==> src/rtl/pswmc_defines.vh <==
`ifndef PSWMC_DEFINES_VH
`define PSWMC_DEFINES_VH

// mode encodings
`define PSWMC_MODE_W 2
`define PSWMC_MODE_LOCKOUT 2'h0
`define PSWMC_MODE_NORMAL 2'h1
`define PSWMC_MODE_STANDBY 2'h2
`define PSWMC_MODE_SLEEP 2'h3

// timing counts in 40 ns clocks at 25 MHz
`define PSWMC_TIMER_W 20
// 75 us standby timeout
`define PSWMC_STANDBY_CYCLES 20'h0_0753
// 10 ms sleep timeout, counted on from standby entry
`define PSWMC_SLEEP_CYCLES 20'h3_d090

// reset value of every single-bit output flop
`define PSWMC_OUT_RESET 1'b0

`endif

==> src/rtl/pswmc_mode_controller.v <==
`include "pswmc_defines.vh"
`default_nettype none

// Behaviour
// hold everything disabled while supply below rising lockout threshold.
// in lockout, gate driver off and transistor off regardless of pulse input.
// after supply good, enter normal mode only when pulse input goes high.
// supply below falling threshold returns to lockout from any mode.
// normal mode keeps all blocks active with gate driver enabled.
// in normal mode transistor follows pulse input level.
// current-sense output enabled during each on-time in normal mode.
// pulse low for standby timeout in normal mode enters standby.
// standby disables gate driver and current-sense circuitry.
// pulse low further for sleep timeout moves standby into sleep.
// sleep disables gate driver and remaining internal circuitry.
// first rising pulse edge in standby or sleep wakes to normal, within bounds.
// any high pulse level restarts the inactivity timer.
// external controller allows for wake latency; first pulse may be shortened.
// sleep entry typically 11 ms from pulse low (here 75 us + 10 ms = 10.075 ms); wake from sleep at most 1.1 us.
module pswmc_mode_controller #(
  parameter [`PSWMC_TIMER_W-1:0] STANDBY_CYCLES = `PSWMC_STANDBY_CYCLES,
  parameter [`PSWMC_TIMER_W-1:0] SLEEP_CYCLES = `PSWMC_SLEEP_CYCLES
) (
  input wire clk,
  input wire rstn,
  input wire supply_above_rising,
  input wire supply_below_falling,
  input wire pulse_in,
  output reg gate_drive_enable,
  output reg transistor_on,
  output reg current_sense_enable,
  output reg internal_active,
  output reg [`PSWMC_MODE_W-1:0] mode
);

  // internal reset, released two clocks after rstn
  reg rst_sync1;
  reg rst_sync2;
  wire rst_int_n;
  reg pulse_prev;
  reg [`PSWMC_TIMER_W-1:0] idle_timer;
  reg [`PSWMC_TIMER_W-1:0] next_idle_timer;
  reg [`PSWMC_MODE_W-1:0] next_mode;
  reg next_gate_drive_enable;
  reg next_transistor_on;
  reg next_current_sense_enable;
  reg next_internal_active;
  wire pulse_rise;
  wire wake_req;
  wire supply_good;
  wire standby_due;
  wire sleep_due;

  localparam [`PSWMC_TIMER_W-1:0] TIMER_ZERO = {`PSWMC_TIMER_W{1'b0}};
  localparam [`PSWMC_TIMER_W-1:0] TIMER_ONE = {{(`PSWMC_TIMER_W-1){1'b0}}, 1'b1};
  localparam [`PSWMC_TIMER_W-1:0] TIMER_MAX = {`PSWMC_TIMER_W{1'b1}};
  localparam [`PSWMC_TIMER_W-1:0] STBY_LIMIT = STANDBY_CYCLES;
  localparam [`PSWMC_TIMER_W-1:0] SLEEP_LIMIT = SLEEP_CYCLES;
  // last timer values before each timeout fires; sleep counts on from standby entry
  // limitation: the sum must stay below the saturation value of the timer
  localparam [`PSWMC_TIMER_W-1:0] STBY_LAST = STBY_LIMIT - TIMER_ONE;
  localparam [`PSWMC_TIMER_W-1:0] SLEEP_LAST = STBY_LIMIT + SLEEP_LIMIT - TIMER_ONE;

  // mode decodes shared by the transition logic and the output flops
  function is_normal;
    input [`PSWMC_MODE_W-1:0] m;
    begin
      is_normal = (m == `PSWMC_MODE_NORMAL);
    end
  endfunction

  function is_powered;
    input [`PSWMC_MODE_W-1:0] m;
    begin
      is_powered = (m == `PSWMC_MODE_NORMAL) || (m == `PSWMC_MODE_STANDBY);
    end
  endfunction

  function is_low_power;
    input [`PSWMC_MODE_W-1:0] m;
    begin
      is_low_power = (m == `PSWMC_MODE_STANDBY) || (m == `PSWMC_MODE_SLEEP);
    end
  endfunction

  // reset enters at once but leaves on a clock edge, avoiding recovery hazards
  always @(posedge clk or negedge rstn) begin
    if (!rstn) begin
      rst_sync1 <= 1'b0;
      rst_sync2 <= 1'b0;
    end else begin
      rst_sync1 <= 1'b1;
      rst_sync2 <= rst_sync1;
    end
  end

  assign rst_int_n = rst_sync2;

  // reset low to match the idle pulse level, so reset makes no false edge
  always @(posedge clk or negedge rst_int_n) begin
    if (!rst_int_n) begin
      pulse_prev <= 1'b0;
    end else begin
      pulse_prev <= pulse_in;
    end
  end

  assign pulse_rise = pulse_in & ~pulse_prev;
  assign wake_req = pulse_rise & is_low_power(mode);
  assign supply_good = supply_above_rising & ~supply_below_falling;
  assign standby_due = ~pulse_in & (idle_timer >= STBY_LAST);
  assign sleep_due = ~pulse_in & (idle_timer >= SLEEP_LAST);

  // saturating so a long idle never wraps back into a false timeout
  always @* begin
    next_idle_timer = idle_timer;
    if (pulse_in || (mode == `PSWMC_MODE_LOCKOUT)) begin
      next_idle_timer = TIMER_ZERO;
    end else if (idle_timer != TIMER_MAX) begin
      next_idle_timer = idle_timer + TIMER_ONE;
    end
  end

  always @(posedge clk or negedge rst_int_n) begin
    if (!rst_int_n) begin
      idle_timer <= TIMER_ZERO;
    end else begin
      idle_timer <= next_idle_timer;
    end
  end

  always @* begin
    next_mode = mode;
    case (mode)
      `PSWMC_MODE_LOCKOUT: begin
        if (supply_good && pulse_in) begin
          next_mode = `PSWMC_MODE_NORMAL;
        end
      end
      `PSWMC_MODE_NORMAL: begin
        if (standby_due) begin
          next_mode = `PSWMC_MODE_STANDBY;
        end
      end
      `PSWMC_MODE_STANDBY: begin
        if (wake_req) begin
          next_mode = `PSWMC_MODE_NORMAL;
        end else if (sleep_due) begin
          next_mode = `PSWMC_MODE_SLEEP;
        end
      end
      `PSWMC_MODE_SLEEP: begin
        if (wake_req) begin
          next_mode = `PSWMC_MODE_NORMAL;
        end
      end
      default: begin
        next_mode = `PSWMC_MODE_LOCKOUT;
      end
    endcase
    // falling supply overrides every other transition
    if (supply_below_falling) begin
      next_mode = `PSWMC_MODE_LOCKOUT;
    end
  end

  // lockout is the reset state, so nothing switches until supply and pulse agree
  always @(posedge clk or negedge rst_int_n) begin
    if (!rst_int_n) begin
      mode <= `PSWMC_MODE_LOCKOUT;
    end else begin
      mode <= next_mode;
    end
  end

  // outputs follow the next mode, so wake costs one clock (40 ns), inside both bounds
  always @* begin
    next_gate_drive_enable = is_normal(next_mode);
    next_transistor_on = is_normal(next_mode) && pulse_in;
    next_current_sense_enable = is_normal(next_mode) && pulse_in;
    next_internal_active = is_powered(next_mode);
  end

  // gate driver enable
  always @(posedge clk or negedge rst_int_n) begin
    if (!rst_int_n) begin
      gate_drive_enable <= `PSWMC_OUT_RESET;
    end else begin
      gate_drive_enable <= next_gate_drive_enable;
    end
  end

  // transistor command; the first clock of a wake pulse is kept
  always @(posedge clk or negedge rst_int_n) begin
    if (!rst_int_n) begin
      transistor_on <= `PSWMC_OUT_RESET;
    end else begin
      transistor_on <= next_transistor_on;
    end
  end

  // current-sense output enable, only during on-time
  always @(posedge clk or negedge rst_int_n) begin
    if (!rst_int_n) begin
      current_sense_enable <= `PSWMC_OUT_RESET;
    end else begin
      current_sense_enable <= next_current_sense_enable;
    end
  end

  // internal circuitry kept powered in normal and standby only
  always @(posedge clk or negedge rst_int_n) begin
    if (!rst_int_n) begin
      internal_active <= `PSWMC_OUT_RESET;
    end else begin
      internal_active <= next_internal_active;
    end
  end

endmodule // pswmc_mode_controller

`default_nettype wire

==> config.mk <==
export PLATFORM = sky130hd
export DESIGN_NAME = pswmc_mode_controller
export DESIGN_NICKNAME = d
export VERILOG_FILES = /design/src/rtl/pswmc_mode_controller.v
export VERILOG_INCLUDE_DIRS = /design/src /design/src/rtl
export SDC_FILE = /design/constraint.sdc
export NUM_CORES = 1
export LEC_CHECK = 0
export BUFFER_PORTS_ARGS = -buffer_cell sky130_fd_sc_hd__buf_2
export CORE_UTILIZATION = 24
export CTS_CLUSTER_SIZE = 16
export DETAILED_ROUTE_END_ITERATION = 8
export PLACE_DENSITY = 0.39
export SYNTH_ARGS = -nofsm -noshare
export SYNTH_HDL_FRONTEND = slang
export SYNTH_SLANG_ARGS = --single-unit
==> constraint.sdc <==
create_clock -name clk -period 1.3 [get_ports clk]
set_clock_uncertainty 0.15 [all_clocks]
set_input_delay 0 -clock clk [delete_from_list [all_inputs] [get_ports clk]]
set_output_delay 0 -clock clk [all_outputs]
set_load 0.005 [all_outputs]
==> impl_metrics.prom <==
# TYPE chip_impl_metric gauge
chip_impl_info{name="status",value="finished, violations left"} 1
chip_impl_info{name="failed_checks",value="hold timing, setup timing"} 1
chip_impl_metric{name="postRouteAntennaNets",unit=""} 0
chip_impl_metric{name="clk_pin_slew",unit="ns"} 0.10
chip_impl_metric{name="power.density",unit="nW/um2"} 583
chip_impl_metric{name="detailedRoute.firstIterationViolations",unit=""} 103
chip_impl_metric{name="leakagePower",unit="nW"} 1.17
chip_impl_metric{name="synthArstFlopShare",unit="%"} 100
chip_impl_metric{name="area_delta_synth_final",unit="%"} 62.6
chip_impl_info{name="critPathLaunchType",value="register"} 1
chip_impl_metric{name="setup.reg_to_reg.worst_slack",unit="ns"} -0.61
chip_impl_metric{name="worst_skew_pair.late_latency",unit="ns"} 0.28
chip_impl_metric{name="data_arrival_time_of_the_critical_path",unit="ns"} 2.00
chip_impl_metric{name="first_global_vias",unit=""} 1681
chip_impl_metric{name="io_pins",unit=""} 11
chip_impl_metric{name="firstDrtPassIters",unit=""} 4
chip_impl_metric{name="synth.ff_latch_count",unit=""} 28
chip_impl_metric{name="fin_worst_hold_slack",unit="ns"} -0.00226
chip_impl_metric{name="route.detailed.drc",unit=""} 0
chip_impl_metric{name="core_region_area",unit="um2"} 6390
chip_impl_metric{name="dp_slack",unit="ns"} -0.627
chip_impl_info{name="grt_setup_unrepaired",value="true"} 1
chip_impl_info{name="critical_path_class",value="register to register"} 1
chip_impl_metric{name="syn-cell-area",unit="um2"} 1590
chip_impl_info{name="synthDominantAreaCellType",value="sky130_fd_sc_hd__dfrtp_1"} 1
chip_impl_metric{name="drt-wirelength-per-cell",unit="um"} 15.8
chip_impl_info{name="cts.root.buffer_cell",value="sky130_fd_sc_hd__clkbuf_8"} 1
chip_impl_metric{name="tritoncts.num_buffers",unit=""} 3
chip_impl_metric{name="yosysSeqAreaShare",unit="%"} 44.0
chip_impl_metric{name="yosys.area.top_type_share",unit="%"} 44.0
chip_impl_metric{name="report.power.total",unit="mW"} 1.51
chip_impl_metric{name="routabilityCongestion",unit=""} 0.810
chip_impl_metric{name="post-route-cell-area",unit="um2"} 2590
chip_impl_metric{name="min_period",unit="ns"} 1.91
chip_impl_metric{name="worstMarginPinSlew",unit="ns"} 0.504
chip_impl_metric{name="maximum_number_of_pins_on_one_net_before_global_route_repair",unit=""} 27
chip_impl_info{name="yosys_most_used_dff",value="sky130_fd_sc_hd__dfrtp_1"} 1
chip_impl_metric{name="yosys_warnings",unit=""} 0
chip_impl_metric{name="num-nets-final",unit=""} 258
chip_impl_metric{name="post_synth_num_cell_types",unit=""} 44
chip_impl_metric{name="timing.critical_path.required",unit="ns"} 1.38
chip_impl_info{name="post_synth_most_frequent_cells",value="28 x sky130_fd_sc_hd__dfrtp_1, 15 x sky130_fd_sc_hd__nand2_1, 12 x sky130_fd_sc_hd__a21oi_1, 12 x sky130_fd_sc_hd__nor3_1, 9 x sky130_fd_sc_hd__o21ai_0"} 1
chip_impl_metric{name="rel_slew_slack",unit="%"} 66.3
chip_impl_info{name="cts_tree",value="yes"} 1
chip_impl_metric{name="global_route_wire_length_before_repair",unit="um"} 8430
chip_impl_info{name="worstHoldPathType",value="primary input to register"} 1
chip_impl_metric{name="synth_enable_flop_cells",unit=""} 0
chip_impl_metric{name="filler_cell_count",unit=""} 618
chip_impl_metric{name="fmax",unit="MHz"} 522
chip_impl_metric{name="syn-mean-instance-area",unit="um2"} 9.43
chip_impl_metric{name="ctsLongestPathBuffers",unit=""} 2
chip_impl_metric{name="timing.final.max_slew_violations",unit=""} 0
chip_impl_metric{name="cp_max_fo",unit=""} 6
chip_impl_metric{name="synthesis.instances",unit=""} 169
chip_impl_info{name="critPathCaptureType",value="register"} 1
chip_impl_metric{name="layout_worst_path_cycle_share",unit="%"} 147
chip_impl_metric{name="die-height",unit="um"} 83.5
chip_impl_metric{name="number_of_antenna_violations_at_the_first_check_in_global_routing",unit=""} 0
chip_impl_metric{name="cts-htree-levels",unit=""} 1
chip_impl_metric{name="detailedPlacementHpwl",unit="um"} 3490
chip_impl_metric{name="drv.max_cap_violation_count",unit=""} 0
chip_impl_metric{name="n_diodes",unit=""} 0
chip_impl_metric{name="fp.dieArea",unit="um2"} 6970
chip_impl_metric{name="fp.dieW",unit="um"} 83.5
chip_impl_metric{name="placedInstanceArea",unit="um2"} 2170
chip_impl_metric{name="final.setup.worst_slack",unit="ns"} -0.614
chip_impl_metric{name="clock-sinks",unit=""} 28
chip_impl_metric{name="via_count",unit=""} 1689
chip_impl_metric{name="drt-vias-per-instance",unit=""} 5.20
chip_impl_metric{name="start_util",unit="%"} 25.0
chip_impl_metric{name="port-buffer-count",unit=""} 10
chip_impl_metric{name="rows",unit=""} 29
chip_impl_info{name="synth.top_cells.by_area",value="sky130_fd_sc_hd__dfrtp_1 44%, sky130_fd_sc_hd__a21oi_1 3.8%, sky130_fd_sc_hd__nor3_1 3.8%"} 1
chip_impl_metric{name="mapped_nets",unit=""} 177
chip_impl_metric{name="globalRouteOverflowTotal",unit=""} 0
chip_impl_metric{name="post_detailed_routing_wire_length",unit="um"} 5130
chip_impl_metric{name="setup-violations-final",unit=""} 25
chip_impl_info{name="yosys.cell_count.top_type",value="sky130_fd_sc_hd__dfrtp_1"} 1
chip_impl_metric{name="gr-usage-all-layers",unit="%"} 15.0
chip_impl_metric{name="layout_cell_share_with_drive_strength_beyond_1",unit="%"} 52.4
chip_impl_metric{name="hold_viol_final",unit=""} 1
chip_impl_metric{name="vdd.ir_drop.worst",unit="mV"} 0.479
per-stage QoR:
| step | setup TNS (ns) | utilization [%] | hold slack, ns | instances |
|---|---|---|---|---|
| after floorplan | -9.27 | - | -0.446 | 169 |
| after global placement | -11.57 | 34.0 | -0.365 | 305 |
| after detailed placement | -12.40 | 34.0 | -0.363 | 305 |
| after CTS | -11.64 | 39.3 | -0.125 | 321 |
| after global routing | -14.17 | 40.6 | 0.00541 | 325 |
| final | -12.34 | 40.6 | -0.00226 | 325 |
flip-flops by register name (all words and copies together) (netlist names):
register           flops
rst_sync1              1
idle_timer            20
mode                   2
pulse_prev             1
internal_active        1
transistor_on          1
gate_drive_enable      1
rst_int_n              1
cell families after synthesis:
logic type,synth area share [%]
adder cells (fa/ha/maj),2.36
AO/OA/AOI/OAI,19.9
other,0.235
flip-flops,44.0
buffers and inverters,4.16
multiplexers,1.88
AND/OR/NAND/NOR,27.5
placed cells by master, fill, tap and decap left out, types with 4 or more instances in the layout:
cell,Yosys,routed
sky130_fd_sc_hd__buf_4,3,59
sky130_fd_sc_hd__dfrtp_1,28,26
sky130_fd_sc_hd__nand2_1,15,13
sky130_fd_sc_hd__buf_6,0,13
sky130_fd_sc_hd__a21oi_1,12,10
sky130_fd_sc_hd__buf_2,2,10
sky130_fd_sc_hd__nand4_1,6,6
sky130_fd_sc_hd__nor3_2,1,5
sky130_fd_sc_hd__nor2_1,7,5
sky130_fd_sc_hd__a31oi_1,6,5
sky130_fd_sc_hd__o31ai_1,5,5
sky130_fd_sc_hd__nor3_4,1,5
sky130_fd_sc_hd__inv_1,5,4
sky130_fd_sc_hd__o21ai_0,9,4
sky130_fd_sc_hd__nor3_1,12,4
sky130_fd_sc_hd__o21ai_1,0,4
area by class of cell:
| cell class | count | area [um2] | share of cell area (%) |
|---|---|---|---|
| clock buffers | 3 | 41.3 | 1.59 |
| inverters | 5 | 18.8 | 0.724 |
| multi-input cells | 127 | 1060 | 41.0 |
| flip-flops and latches | 28 | 703 | 27.1 |
| well taps | 77 | 96.3 | 3.72 |
| repair buffers | 85 | 669 | 25.8 |
power by group:
| group | internal (mW) | leakage [nW] | switching [mW] |
|---|---|---|---|
| combinational | 0.0569 | 0.766 | 0.0661 |
| sequential | 0.884 | 0.378 | 0.00730 |
| clock | 0.209 | 0.0216 | 0.287 |
| total | 1.15 | 1.17 | 0.361 |
path summary, 6_finish.rpt:
kind                                      startpoint              end  cells after the start
worst min-delay path            supply_below_falling          mode[0]                      4
worst max-delay path                   idle_timer[1]  internal_active                      7
max in group asynchronous                       rstn        rst_sync1                      3
worst min register to register             rst_int_n   idle_timer[18]                      1
worst max register to register         idle_timer[1]  internal_active                      7
min in group asynchronous                  rst_int_n   idle_timer[18]                      1
worst max-delay path, cell delays in order, from the launching register on:
cell	delay, ns
sky130_fd_sc_hd__dfrtp_2	0.49
sky130_fd_sc_hd__ha_4	0.19
sky130_fd_sc_hd__nor3_2	0.10
sky130_fd_sc_hd__a22oi_1	0.10
sky130_fd_sc_hd__a21o_1	0.21
sky130_fd_sc_hd__a311oi_2	0.26
sky130_fd_sc_hd__ha_2	0.33
sky130_fd_sc_hd__inv_1	0.05
routing by layer:
| metal | vias to the layer above | wire [um] | GRT usage (%) | share of wire (%) |
|---|---|---|---|---|
| met5 | - | 0 | 0 | 0 |
| met4 | 0 | 115 | 5.08 | 2.2 |
| met3 | 11 | 126 | 1.58 | 2.5 |
| met2 | 38 | 2630 | 26.2 | 51 |
| met1 | 835 | 2260 | 19.4 | 44 |
| li1 | 805 | - | - | - |
repair_timing:
| item | 4_1_cts | 5_1_grt |
|---|---|---|
| resized for setup | 47 | 11 |
| cloned | 1 | 0 |
| hold buffers | 3 | 0 |
| setup buffers | 10 | 4 |
| setup endpoints to repair | 25 | 25 |
| pin swaps | 20 | 11 |
| endpoints found under the hold margin | 5 | 0 |
Power figures use the tool's default switching activity.
